### src/verilog/sec_ctrl_pkg.sv
package sec_ctrl_pkg;
  // ----------------------------------------
  // Sizes and timing
  // ----------------------------------------
  localparam int KEY_WORDS = 8;
  localparam int BLK_WORDS = 4;
  localparam int CLK_PERIOD_NS = 8;
  localparam int INIT_PULSE_NS = 800;
  localparam int INIT_PULSE_CYC = (INIT_PULSE_NS + CLK_PERIOD_NS - 1) / CLK_PERIOD_NS;
  localparam int CONTROL_WORD_ZERO_CIPHER_BIT = 6;
  localparam int CONTROL_WORD_ZERO_KEYSEL_BIT = 31;
  // ----------------------------------------
  // Register map
  // ----------------------------------------
  localparam logic [3:0] CTRL_OFFS = 4'h0;
  localparam logic [3:0] STATUS_OFFS = 4'h4;
  localparam int CTRL_FALLBACK_BIT = 0;
  localparam int CTRL_LEVEL_LSB = 1;
  localparam int CTRL_ERASE_BIT = 3;
  localparam logic [31:0] CTRL_RESET = 32'h0000_0000;
  // ----------------------------------------
  // Encodings
  // ----------------------------------------
  typedef enum logic [2:0] {
    SRC_SERIAL = 3'b000,
    SRC_JTAG = 3'b001,
    SRC_X8 = 3'b010,
    SRC_X16 = 3'b011,
    SRC_X32 = 3'b100,
    SRC_INTERNAL = 3'b101
  } cfg_src_t;
  typedef enum logic [1:0] {
    LVL_NONE = 2'b00,
    LVL_ONE = 2'b01,
    LVL_TWO = 2'b10,
    LVL_ALL = 2'b11
  } sec_level_t;
  typedef enum logic [2:0] {
    ST_IDLE = 3'b000,
    ST_CLEAR = 3'b001,
    ST_KEY_ACCESS = 3'b010,
    ST_LOAD = 3'b011,
    ST_DONE = 3'b100,
    ST_FAIL = 3'b101
  } cfg_state_t;
  typedef struct packed {
    logic [31:0] data;
    cfg_src_t src;
    logic control_word_zero;
    logic valid;
  } cfg_word_t;
  typedef struct packed {
    logic [31:0] data;
    logic iv;
    logic blk_last;
    logic cipher;
    logic valid;
  } load_word_t;
endpackage
### src/verilog/key_store.sv
`timescale 1ns/100ps
`default_nettype none
module key_store (
  // Clock and reset
  input wire logic mclk_in,
  input wire logic rst_in,
  // Write side
  input wire logic wr_in,
  input wire logic [2:0] widx_in,
  input wire logic [31:0] wdata_in,
  input wire logic clear_in,
  // Read side
  input wire logic rd_in,
  input wire logic [2:0] ridx_in,
  output logic [31:0] rdata_out
);
  logic [31:0] mem_reg [sec_ctrl_pkg::KEY_WORDS];

  // ----------------------------------------
  // Storage, whole clear
  // ----------------------------------------
  genvar i;
  generate
    for (i = 0; i < sec_ctrl_pkg::KEY_WORDS; i++) begin : g_word
      always_ff @(posedge mclk_in or posedge rst_in) begin
        if (rst_in) begin
          mem_reg[i] <= 32'h0000_0000;
        end else if (clear_in) begin
          mem_reg[i] <= 32'h0000_0000;
        end else if (wr_in && widx_in == 3'(i)) begin
          mem_reg[i] <= wdata_in;
        end
      end
    end
  endgenerate

  // ----------------------------------------
  // Registered read
  // ----------------------------------------
  always_ff @(posedge mclk_in or posedge rst_in) begin
    if (rst_in) begin
      rdata_out <= 32'h0000_0000;
    end else if (clear_in) begin
      rdata_out <= 32'h0000_0000;
    end else if (rd_in) begin
      rdata_out <= mem_reg[ridx_in];
    end
  end
endmodule
`default_nettype wire

### src/verilog/sec_ctrl.sv
`timescale 1ns/100ps
`default_nettype none
module sec_ctrl (
  // Clock and reset
  input wire logic mclk_in,
  input wire logic rst_in,
  // Register port
  input wire logic [3:0] reg_addr_in,
  input wire logic [31:0] reg_wdata_in,
  input wire logic reg_wr_in,
  input wire logic reg_rd_in,
  output logic [31:0] reg_rdata_out,
  // Resets and reprogram events
  input wire logic program_in,
  input wire logic jtag_reconfig_instruction_in,
  input wire logic internal_reprogram_cmd_in,
  // JTAG key access
  input wire logic key_load_instruction_in,
  input wire logic key_access_exit_in,
  input wire logic jtag_key_wr_in,
  input wire logic [2:0] jtag_key_idx_in,
  input wire logic [31:0] jtag_key_wdata_in,
  // Configuration stream
  input wire sec_ctrl_pkg::cfg_word_t cfg_in,
  input wire logic load_end_in,
  input wire logic mismatch_in,
  output sec_ctrl_pkg::load_word_t load_out,
  output logic cfg_clear_out,
  // Decryptor key port
  input wire logic dec_key_rd_in,
  input wire logic [2:0] dec_key_idx_in,
  input wire logic [31:0] fuse_key_word_in,
  output logic [31:0] dec_key_word_out,
  output logic dec_key_sel_out,
  output logic expkey_clear_out,
  // Access requests
  input wire logic rb_req_in,
  input wire sec_ctrl_pkg::cfg_src_t rb_src_in,
  input wire logic pr_req_in,
  input wire sec_ctrl_pkg::cfg_src_t pr_src_in,
  output logic rb_grant_out,
  output logic pr_grant_out,
  output logic monitor_rb_ok_out,
  output logic fuse_prog_ok_out,
  // Pins
  output logic done_out,
  output logic init_out,
  output logic init_oe_out
);
  sec_ctrl_pkg::cfg_state_t state_reg;
  sec_ctrl_pkg::cfg_state_t state_next;
  logic [31:0] ctrl_reg;
  logic cipher_reg;
  logic key_sel_reg;
  logic key_valid_reg;
  logic fresh_reg;
  logic fail_lock_reg;
  logic enc_done_reg;
  logic [1:0] wcnt_reg;
  logic first_blk_reg;
  logic [7:0] init_cnt_reg;
  logic [31:0] bb_key_word;
  logic fuse_pick_reg;
  logic ext_src;
  logic bad_width;
  logic plain_refused;
  logic reload_evt;
  logic erase_req;
  logic key_clear;
  logic fallback_en;
  sec_ctrl_pkg::sec_level_t level;

  assign fallback_en = ctrl_reg[sec_ctrl_pkg::CTRL_FALLBACK_BIT];
  assign level = sec_ctrl_pkg::sec_level_t'(ctrl_reg[sec_ctrl_pkg::CTRL_LEVEL_LSB +: 2]);
  assign ext_src = cfg_in.src != sec_ctrl_pkg::SRC_INTERNAL;
  assign reload_evt = program_in | jtag_reconfig_instruction_in;

  // ----------------------------------------
  // Register port
  // ----------------------------------------
  always_ff @(posedge mclk_in or posedge rst_in) begin
    if (rst_in) begin
      ctrl_reg <= sec_ctrl_pkg::CTRL_RESET;
    end else if (reg_wr_in && reg_addr_in == sec_ctrl_pkg::CTRL_OFFS) begin
      ctrl_reg <= {28'h0000000, 1'b0, reg_wdata_in[2:0]};
    end
  end

  assign erase_req = reg_wr_in && reg_addr_in == sec_ctrl_pkg::CTRL_OFFS
    && reg_wdata_in[sec_ctrl_pkg::CTRL_ERASE_BIT];

  always_ff @(posedge mclk_in or posedge rst_in) begin
    if (rst_in) begin
      reg_rdata_out <= 32'h0000_0000;
    end else if (reg_rd_in) begin
      case (reg_addr_in)
        sec_ctrl_pkg::CTRL_OFFS: reg_rdata_out <= ctrl_reg;
        sec_ctrl_pkg::STATUS_OFFS: reg_rdata_out <= {21'h000000, state_reg, fresh_reg,
          fail_lock_reg, enc_done_reg, key_valid_reg, key_sel_reg, cipher_reg, done_out,
          init_oe_out};
        default: reg_rdata_out <= 32'h0000_0000;
      endcase
    end
  end

  // ----------------------------------------
  // Load admission checks
  // ----------------------------------------
  // width check
  assign bad_width = cfg_in.control_word_zero && cfg_in.data[sec_ctrl_pkg::CONTROL_WORD_ZERO_CIPHER_BIT]
    && (cfg_in.src == sec_ctrl_pkg::SRC_X16 || cfg_in.src == sec_ctrl_pkg::SRC_X32);
  assign plain_refused = cfg_in.control_word_zero && !cfg_in.data[sec_ctrl_pkg::CONTROL_WORD_ZERO_CIPHER_BIT]
    && key_valid_reg && !fresh_reg;

  // ----------------------------------------
  // Configuration state machine
  // ----------------------------------------
  always_comb begin
    state_next = state_reg;
    case (state_reg)
      sec_ctrl_pkg::ST_IDLE: begin
        // fail lock, fallback load still admitted
        if (cfg_in.valid && (!fail_lock_reg || fallback_en)) begin
          state_next = sec_ctrl_pkg::ST_LOAD;
        end
      end
      sec_ctrl_pkg::ST_CLEAR: begin
        state_next = sec_ctrl_pkg::ST_IDLE;
      end
      sec_ctrl_pkg::ST_KEY_ACCESS: begin
        if (key_access_exit_in) begin
          state_next = sec_ctrl_pkg::ST_IDLE;
        end
      end
      sec_ctrl_pkg::ST_LOAD: begin
        if (bad_width || plain_refused || mismatch_in) begin
          state_next = sec_ctrl_pkg::ST_FAIL;
        end else if (load_end_in) begin
          state_next = sec_ctrl_pkg::ST_DONE;
        end
      end
      sec_ctrl_pkg::ST_DONE: begin
        if (internal_reprogram_cmd_in) begin
          state_next = sec_ctrl_pkg::ST_CLEAR;
        end
      end
      sec_ctrl_pkg::ST_FAIL: begin
        if (fallback_en && init_cnt_reg == 8'h00) begin
          state_next = sec_ctrl_pkg::ST_CLEAR;
        end
      end
      default: state_next = sec_ctrl_pkg::ST_IDLE;
    endcase
    if (reload_evt) begin
      state_next = sec_ctrl_pkg::ST_CLEAR;
    end
    if (key_load_instruction_in) begin
      state_next = sec_ctrl_pkg::ST_KEY_ACCESS;
    end
  end

  always_ff @(posedge mclk_in or posedge rst_in) begin
    if (rst_in) begin
      state_reg <= sec_ctrl_pkg::ST_CLEAR;
    end else begin
      state_reg <= state_next;
    end
  end

  always_ff @(posedge mclk_in or posedge rst_in) begin
    if (rst_in) begin
      cfg_clear_out <= 1'b1;
    end else begin
      cfg_clear_out <= state_next == sec_ctrl_pkg::ST_CLEAR
        || (key_load_instruction_in && state_reg != sec_ctrl_pkg::ST_KEY_ACCESS);
    end
  end

  // ----------------------------------------
  // Control word zero flags
  // ----------------------------------------
  always_ff @(posedge mclk_in or posedge rst_in) begin
    if (rst_in) begin
      cipher_reg <= 1'b0;
      key_sel_reg <= 1'b0;
    end else if (state_next == sec_ctrl_pkg::ST_CLEAR) begin
      cipher_reg <= 1'b0;
      key_sel_reg <= 1'b0;
    end else if (state_reg == sec_ctrl_pkg::ST_LOAD && cfg_in.valid && cfg_in.control_word_zero) begin
      cipher_reg <= cfg_in.data[sec_ctrl_pkg::CONTROL_WORD_ZERO_CIPHER_BIT];
      key_sel_reg <= cfg_in.data[sec_ctrl_pkg::CONTROL_WORD_ZERO_KEYSEL_BIT];
    end
  end

  // ----------------------------------------
  // Memory freshness and lock flags
  // ----------------------------------------
  // fresh after reset
  always_ff @(posedge mclk_in or posedge rst_in) begin
    if (rst_in) begin
      fresh_reg <= 1'b1;
    end else if (reload_evt || key_load_instruction_in) begin
      fresh_reg <= 1'b1;
    end else if (state_reg == sec_ctrl_pkg::ST_DONE) begin
      fresh_reg <= 1'b0;
    end
  end

  always_ff @(posedge mclk_in or posedge rst_in) begin
    if (rst_in) begin
      fail_lock_reg <= 1'b0;
    end else if (state_reg == sec_ctrl_pkg::ST_LOAD && state_next == sec_ctrl_pkg::ST_FAIL
                 && cipher_reg) begin
      fail_lock_reg <= 1'b1;
    end else if (state_next == sec_ctrl_pkg::ST_DONE) begin
      fail_lock_reg <= 1'b0;
    end else if (reload_evt && !fallback_en) begin
      fail_lock_reg <= 1'b0;
    end
  end

  always_ff @(posedge mclk_in or posedge rst_in) begin
    if (rst_in) begin
      enc_done_reg <= 1'b0;
    end else if (state_next == sec_ctrl_pkg::ST_DONE && state_reg == sec_ctrl_pkg::ST_LOAD) begin
      enc_done_reg <= cipher_reg;
    end else if (reload_evt || key_load_instruction_in) begin
      enc_done_reg <= 1'b0;
    end
  end

  // ----------------------------------------
  // Key storage
  // ----------------------------------------
  // erase after encrypted
  assign key_clear = (key_load_instruction_in && state_reg != sec_ctrl_pkg::ST_KEY_ACCESS)
    || (erase_req && enc_done_reg);

  always_ff @(posedge mclk_in or posedge rst_in) begin
    if (rst_in) begin
      key_valid_reg <= 1'b0;
    end else if (key_clear) begin
      key_valid_reg <= 1'b0;
    end else if (state_reg == sec_ctrl_pkg::ST_KEY_ACCESS && jtag_key_wr_in) begin
      key_valid_reg <= 1'b1;
    end
  end

  key_store u_key_store (
    .mclk_in(mclk_in),
    .rst_in(rst_in),
    .wr_in(state_reg == sec_ctrl_pkg::ST_KEY_ACCESS && jtag_key_wr_in),
    .widx_in(jtag_key_idx_in),
    .wdata_in(jtag_key_wdata_in),
    .clear_in(key_clear),
    .rd_in(dec_key_rd_in && state_reg == sec_ctrl_pkg::ST_LOAD),
    .ridx_in(dec_key_idx_in),
    .rdata_out(bb_key_word)
  );

  always_ff @(posedge mclk_in or posedge rst_in) begin
    if (rst_in) begin
      expkey_clear_out <= 1'b0;
    end else begin
      expkey_clear_out <= key_clear;
    end
  end

  always_ff @(posedge mclk_in or posedge rst_in) begin
    if (rst_in) begin
      fuse_pick_reg <= 1'b0;
    end else if (dec_key_rd_in && state_reg == sec_ctrl_pkg::ST_LOAD) begin
      fuse_pick_reg <= key_sel_reg;
    end
  end

  always_ff @(posedge mclk_in or posedge rst_in) begin
    if (rst_in) begin
      dec_key_word_out <= 32'h0000_0000;
    end else if (dec_key_rd_in && state_reg == sec_ctrl_pkg::ST_LOAD && key_sel_reg) begin
      dec_key_word_out <= fuse_key_word_in;
    end else if (!cipher_reg || state_reg != sec_ctrl_pkg::ST_LOAD) begin
      dec_key_word_out <= 32'h0000_0000;
    end
  end

  assign dec_key_sel_out = key_sel_reg;

  // ----------------------------------------
  // Word stream to loader or decryptor
  // ----------------------------------------
  // vector first block
  always_ff @(posedge mclk_in or posedge rst_in) begin
    if (rst_in) begin
      wcnt_reg <= 2'b00;
      first_blk_reg <= 1'b1;
    end else if (state_reg != sec_ctrl_pkg::ST_LOAD || !cipher_reg) begin
      wcnt_reg <= 2'b00;
      first_blk_reg <= 1'b1;
    end else if (cfg_in.valid && !cfg_in.control_word_zero) begin
      wcnt_reg <= wcnt_reg + 2'b01;
      if (wcnt_reg == 2'(sec_ctrl_pkg::BLK_WORDS - 1)) begin
        first_blk_reg <= 1'b0;
      end
    end
  end

  always_ff @(posedge mclk_in or posedge rst_in) begin
    if (rst_in) begin
      load_out <= '0;
    end else begin
      load_out.valid <= state_reg == sec_ctrl_pkg::ST_LOAD && cfg_in.valid && !bad_width
        && !plain_refused;
      load_out.data <= cfg_in.data;
      load_out.cipher <= cipher_reg && !cfg_in.control_word_zero;
      load_out.blk_last <= cipher_reg && wcnt_reg == 2'(sec_ctrl_pkg::BLK_WORDS - 1);
      load_out.iv <= cipher_reg && first_blk_reg && !cfg_in.control_word_zero;
    end
  end

  // ----------------------------------------
  // Readback and partial reload grants
  // ----------------------------------------
  always_comb begin
    rb_grant_out = 1'b0;
    if (rb_req_in && state_reg == sec_ctrl_pkg::ST_DONE && !fail_lock_reg) begin
      if (rb_src_in == sec_ctrl_pkg::SRC_INTERNAL) begin
        rb_grant_out = 1'b1;
      end else if (enc_done_reg) begin
        rb_grant_out = 1'b0;
      end else begin
        rb_grant_out = level == sec_ctrl_pkg::LVL_NONE || level == sec_ctrl_pkg::LVL_ONE;
      end
    end
  end

  always_comb begin
    pr_grant_out = 1'b0;
    if (pr_req_in && state_reg == sec_ctrl_pkg::ST_DONE && !fail_lock_reg) begin
      if (pr_src_in == sec_ctrl_pkg::SRC_INTERNAL) begin
        pr_grant_out = 1'b1;
      end else begin
        pr_grant_out = (level == sec_ctrl_pkg::LVL_NONE || level == sec_ctrl_pkg::LVL_ONE)
          && !enc_done_reg;
      end
    end
  end

  assign monitor_rb_ok_out = !fail_lock_reg;
  assign fuse_prog_ok_out = !fail_lock_reg && state_reg != sec_ctrl_pkg::ST_LOAD;

  // ----------------------------------------
  // Done and init pins
  // ----------------------------------------
  // done stays low outside ST_DONE
  always_ff @(posedge mclk_in or posedge rst_in) begin
    if (rst_in) begin
      done_out <= 1'b0;
    end else begin
      done_out <= state_next == sec_ctrl_pkg::ST_DONE;
    end
  end

  always_ff @(posedge mclk_in or posedge rst_in) begin
    if (rst_in) begin
      init_cnt_reg <= 8'h00;
    end else if (state_reg == sec_ctrl_pkg::ST_LOAD && state_next == sec_ctrl_pkg::ST_FAIL) begin
      init_cnt_reg <= 8'(sec_ctrl_pkg::INIT_PULSE_CYC - 1);
    end else if (init_cnt_reg != 8'h00) begin
      init_cnt_reg <= init_cnt_reg - 8'h01;
    end
  end

  assign init_out = 1'b0;
  always_ff @(posedge mclk_in or posedge rst_in) begin
    if (rst_in) begin
      init_oe_out <= 1'b1;
    end else begin
      init_oe_out <= state_next == sec_ctrl_pkg::ST_CLEAR || state_next == sec_ctrl_pkg::ST_FAIL;
    end
  end

  logic unused_ok;
  assign unused_ok = ext_src | fuse_pick_reg | (|bb_key_word);
endmodule
`default_nettype wire

### config.mk
export PLATFORM = sky130hd
export DESIGN_NAME = sec_ctrl
export DESIGN_NICKNAME = d
export VERILOG_FILES = /design/src/verilog/sec_ctrl_pkg.sv /design/src/verilog/key_store.sv /design/src/verilog/sec_ctrl.sv
export SDC_FILE = /design/constraint.sdc
export NUM_CORES = 1
export LEC_CHECK = 0
export BUFFER_PORTS_ARGS = -buffer_cell sky130_fd_sc_hd__buf_2
export CAP_MARGIN = 20
export CORE_MARGIN = 5
export CORE_UTILIZATION = 42
export CTS_CLUSTER_DIAMETER = 100
export CTS_CLUSTER_SIZE = 14
export DETAILED_ROUTE_END_ITERATION = 7
export PLACE_DENSITY = 0.77
export SYNTH_ARGS = -nofsm -noshare
export SYNTH_HDL_FRONTEND = slang
export SYNTH_HIERARCHICAL = 1
export SYNTH_SLANG_ARGS = --single-unit
### constraint.sdc
create_clock -name mclk_in -period 5.3 [get_ports mclk_in]
set_clock_uncertainty 0.1 [all_clocks]
set_input_delay 1.59 -clock mclk_in [delete_from_list [all_inputs] [get_ports mclk_in]]
set_output_delay 1.59 -clock mclk_in [all_outputs]
set_load 0.005 [all_outputs]
==> metrics.md <==
| Metric | Value |
|---|---|
| Hold Path Class | reg -> reg |
| Slowest cell on crit path | and3_1 |
| CTS tree | built |
| Setup slack, reg-to-reg | 2910 ps |
| Layout area overhead | 29.34% |
| Drt total wl | just over 10 mm |
| Post-DRT Antenna Nets | 0 |
| Initial antenna violation count | 1 |
| Placed Cells | 645 |
| Clk sink count | about 110 |
| Rel. slew slack | between 40% and 50% |
| Ys flop type | dfrtp_1 |
| Ant diodes | 0 |
| Reg2Reg Depth | 6 |
| Die area | approximately 12000 sq um |
| Via/cell ratio | just under 5 |
| FF+latch area | between 2000 and 3000 sq um |
| Cell Chain, Critical Path | buf_2 -> nand2_1 -> o22ai_1 -> and3_1 -> buf_2 |
| Share of the synthesized area in the top cell type | 61.10% |
| Overflow after GRT | 0 |
| Worst path depth | 5 |
| Hold_buf cts | 0 |
| Core area | around 9700 sq um |
| Post-synthesis xor/xnor area fraction | ~1.7% |
| Synth warn | 6 |
| Commonest non-fill, non-tap cell in the layout | buf_2 |
| Final Hold Viols | 0 |
| Clk_lat worst skew | between 300 and 400 ps |
| Mapped Cells | roughly 340 |
| Worst Max-Slew Pin Slew | just under 900 ps |
| DP HPWL | around 7.9 mm |
| WP buf/inv | 2 |
| Main combinational cell family by area after synthesis | compound AO/OA/AOI/OAI gates |
| Post-Synth Simple-Gate Area | approximately a tenth |
| Die Wd | between 100 and 150 um |
| Synth Area in Compound Gates | between 10% and 20% |
| Hold path cells | 1 |
| Routed len/inst | between 15 and 20 um |
| Clk root buf | clkbuf_8 |
| Startpoint types | input port |
| DR DRC count | 0 |
| Largest net degree at the start of global routing | 74 |
| Fin. max-slew vios | 0 |
| Synth top area cells | dfrtp_1, a22o_1, buf_4 |
| Nets | approximately 690 |
| Average cell area after synthesis | ~12 sq um |
| Post-synth cell types | 48 |
| DP Worst Slack | approximately 1500 ps |
| Critical Path Max Stage Delay | approximately 190 ps |
| Fmax | ~0.26 GHz |
| Post-synthesis mux area share | approximately 2.6% |
| Rows | 36 |
| Max reg flops | 36 |
| Via count | between 3000 and 4000 |
| CTS Buffer Depth | 2 |
| Overall routing resource usage | 17.33% |
| Final worst setup slack | roughly 1500 ps |
| Top flop regs | load_out (36), dec_key_word_out (32), reg_rdata_out (11) |
| Vias in the first global route | 3315 |
| CTS Buf Count | 9 |
| Status | finished clean |
| CTS clk-pin slew, worst paths | 80 ps |
| Starting density of the core | 42.71% |
| Biggest register | load_out |
| First-pass GRT wire length | around 16 mm |
| Number of synthesized flops with an enable pin | 0 |
| Multi-input logic area | 1279 sq um |
| Fillers | 848 |
| Vert. Die Dim | approximately 110 um |
| Worst VDD drop | ~0.21 mV |
| Post-synth top area cell | dfrtp_1 |
| Required time of the critical path | around 3600 ps |
| Arrival time of the worst setup path | approximately 2100 ps |
| Drt pass-1 iters | 4 |
| Setup bufs post-CTS | 0 |
| Final Cycle Share | between 70% and 80% |
| Synth Area in Adders | less than 1% |
| Setup Crit Path Kind | in -> out |
| Ratio of cells with drive above 1 in the final layout | between 40% and 50% |
| Most used cell, CP | buf_2 |
| Post-CTS Resized | 0 |
| # port buffers | ~190 |
| Crit. End Element | primary output |
| Pleak | 2.827 nW |
| Syn Std Cell Area | 4136 sq um |
| Final Wtd Congestion | about 0.85 |
| Setup-failing EPs final | 0 |
| Setup tns final | 0 ps |
| Critical Path Fanout Max | 1 |
| Most frequent cells in the layout | buf_2, dfrtp_1, a22o_1 |
| Hold WS | 406.1 ps |
| Num ports | between 200 and 300 |
| Violation count after the first detailed-route iteration | 143 |
| Post-synth ARST share | between 90% and 100% |
| MaxCap Viol Count | 0 |
| Htree depth | 3 |
| Pwr dens | 307.2 nW/um^2 |
| Non-Filler Instances | approximately 660 |
| CP top delay family | simple AND/OR/NAND/NOR gates |
| Yosys reg bits | roughly 110 |
| Crit path time final | 3798 ps |
| Seq/Total Area, Yosys | 64.28% |
| Unrepaired setup endpoints after global routing | false |
## final cells by class
| cell class | count | area share, % |
|---|---|---|
| sequential | 106 | 49.70 |
| multi-input combinational | 201 | 23.90 |
| timing repair buffer | 188 | 18.10 |
| tap | 133 | 3.110 |
| clock buffer | 10 | 2.572 |
| clock inverter | 6 | 1.310 |
| inverter | 18 | 1.310 |
## layer usage
layer / vias to the layer above / share of wire, % / GRT usage (%) / wire [um]
li1: 1490 / - / - / -
met1: 1538 / 38 / 20.98 / 3882
met2: 133 / 50 / 28.38 / 5129
met3: 17 / 9.7 / 6.276 / 987
met4: 2 / 2.1 / 6.589 / 214
met5: - / 0.11 / 0 / 11
## synthesized netlist by cell type (2+ instances only)
cell type    n
a21oi_1      6
a22o_1      32
and2_1       4
and3_1       4
buf_4       22
clkbuf_1    10
dfrtp_1    101
dfstp_2      5
ha_1         3
inv_1       17
mux2_2       6
mux2i_1      4
nand2_1     25
nand2b_1     4
nand3_1      7
nand3b_1     3
nor2_1      19
nor2b_1      3
nor3_1       4
o21ai_0     20
o21bai_1     3
o22ai_1      2
or2_2        2
xnor2_1      3
xor2_1       5
## path summary, 6_finish.rpt
| check | startpoint | endpoint |
|---|---|---|
| worst min register to register | dec_key_word_out[1]$_DFFE_PP0P_ | dec_key_word_out[1]$_DFFE_PP0P_ |
| worst max-delay path | pr_src_in[2] | pr_grant_out |
| max in group asynchronous | rst_in | dec_key_word_out[1]$_DFFE_PP0P_ |
| worst max register to register | init_cnt_reg[2]$_DFFE_PP0P_ | done_out$_DFF_PP0_ |
| worst min-delay path | dec_key_word_out[1]$_DFFE_PP0P_ | dec_key_word_out[1]$_DFFE_PP0P_ |
| min in group asynchronous | rst_in | load_out[9]$_DFF_PP0_ |
## power by group
group	internal, W	total [W]	switching, W
registers	0.000866	0.000910	0.0000434
clock network	0.000237	0.000515	0.000278
logic	0.000103	0.000220	0.000117
## cell families after synthesis
| kind of cell | count (synthesis) |
|---|---|
| multiplexers | 10 |
| AND/OR/NAND/NOR | 82 |
| buffers and inverters | 51 |
| adder cells (fa/ha/maj) | 3 |
| AO/OA/AOI/OAI | 76 |
| flip-flops | 106 |
| other | 1 |
| XOR/XNOR | 8 |
## stage by stage
step,instance area [sq um],power (W),util [%]
6_report,5350,0.001644,55.25
5_1_grt,5350,0.001739,55.25
4_1_cts,5323,0.001663,54.96
3_5_place_dp,5115,0.001146,52.82
3_3_place_gp,5115,0.001134,52.82
2_1_floorplan,4215,0.001061,-
(Power assumes the default switching activity.)
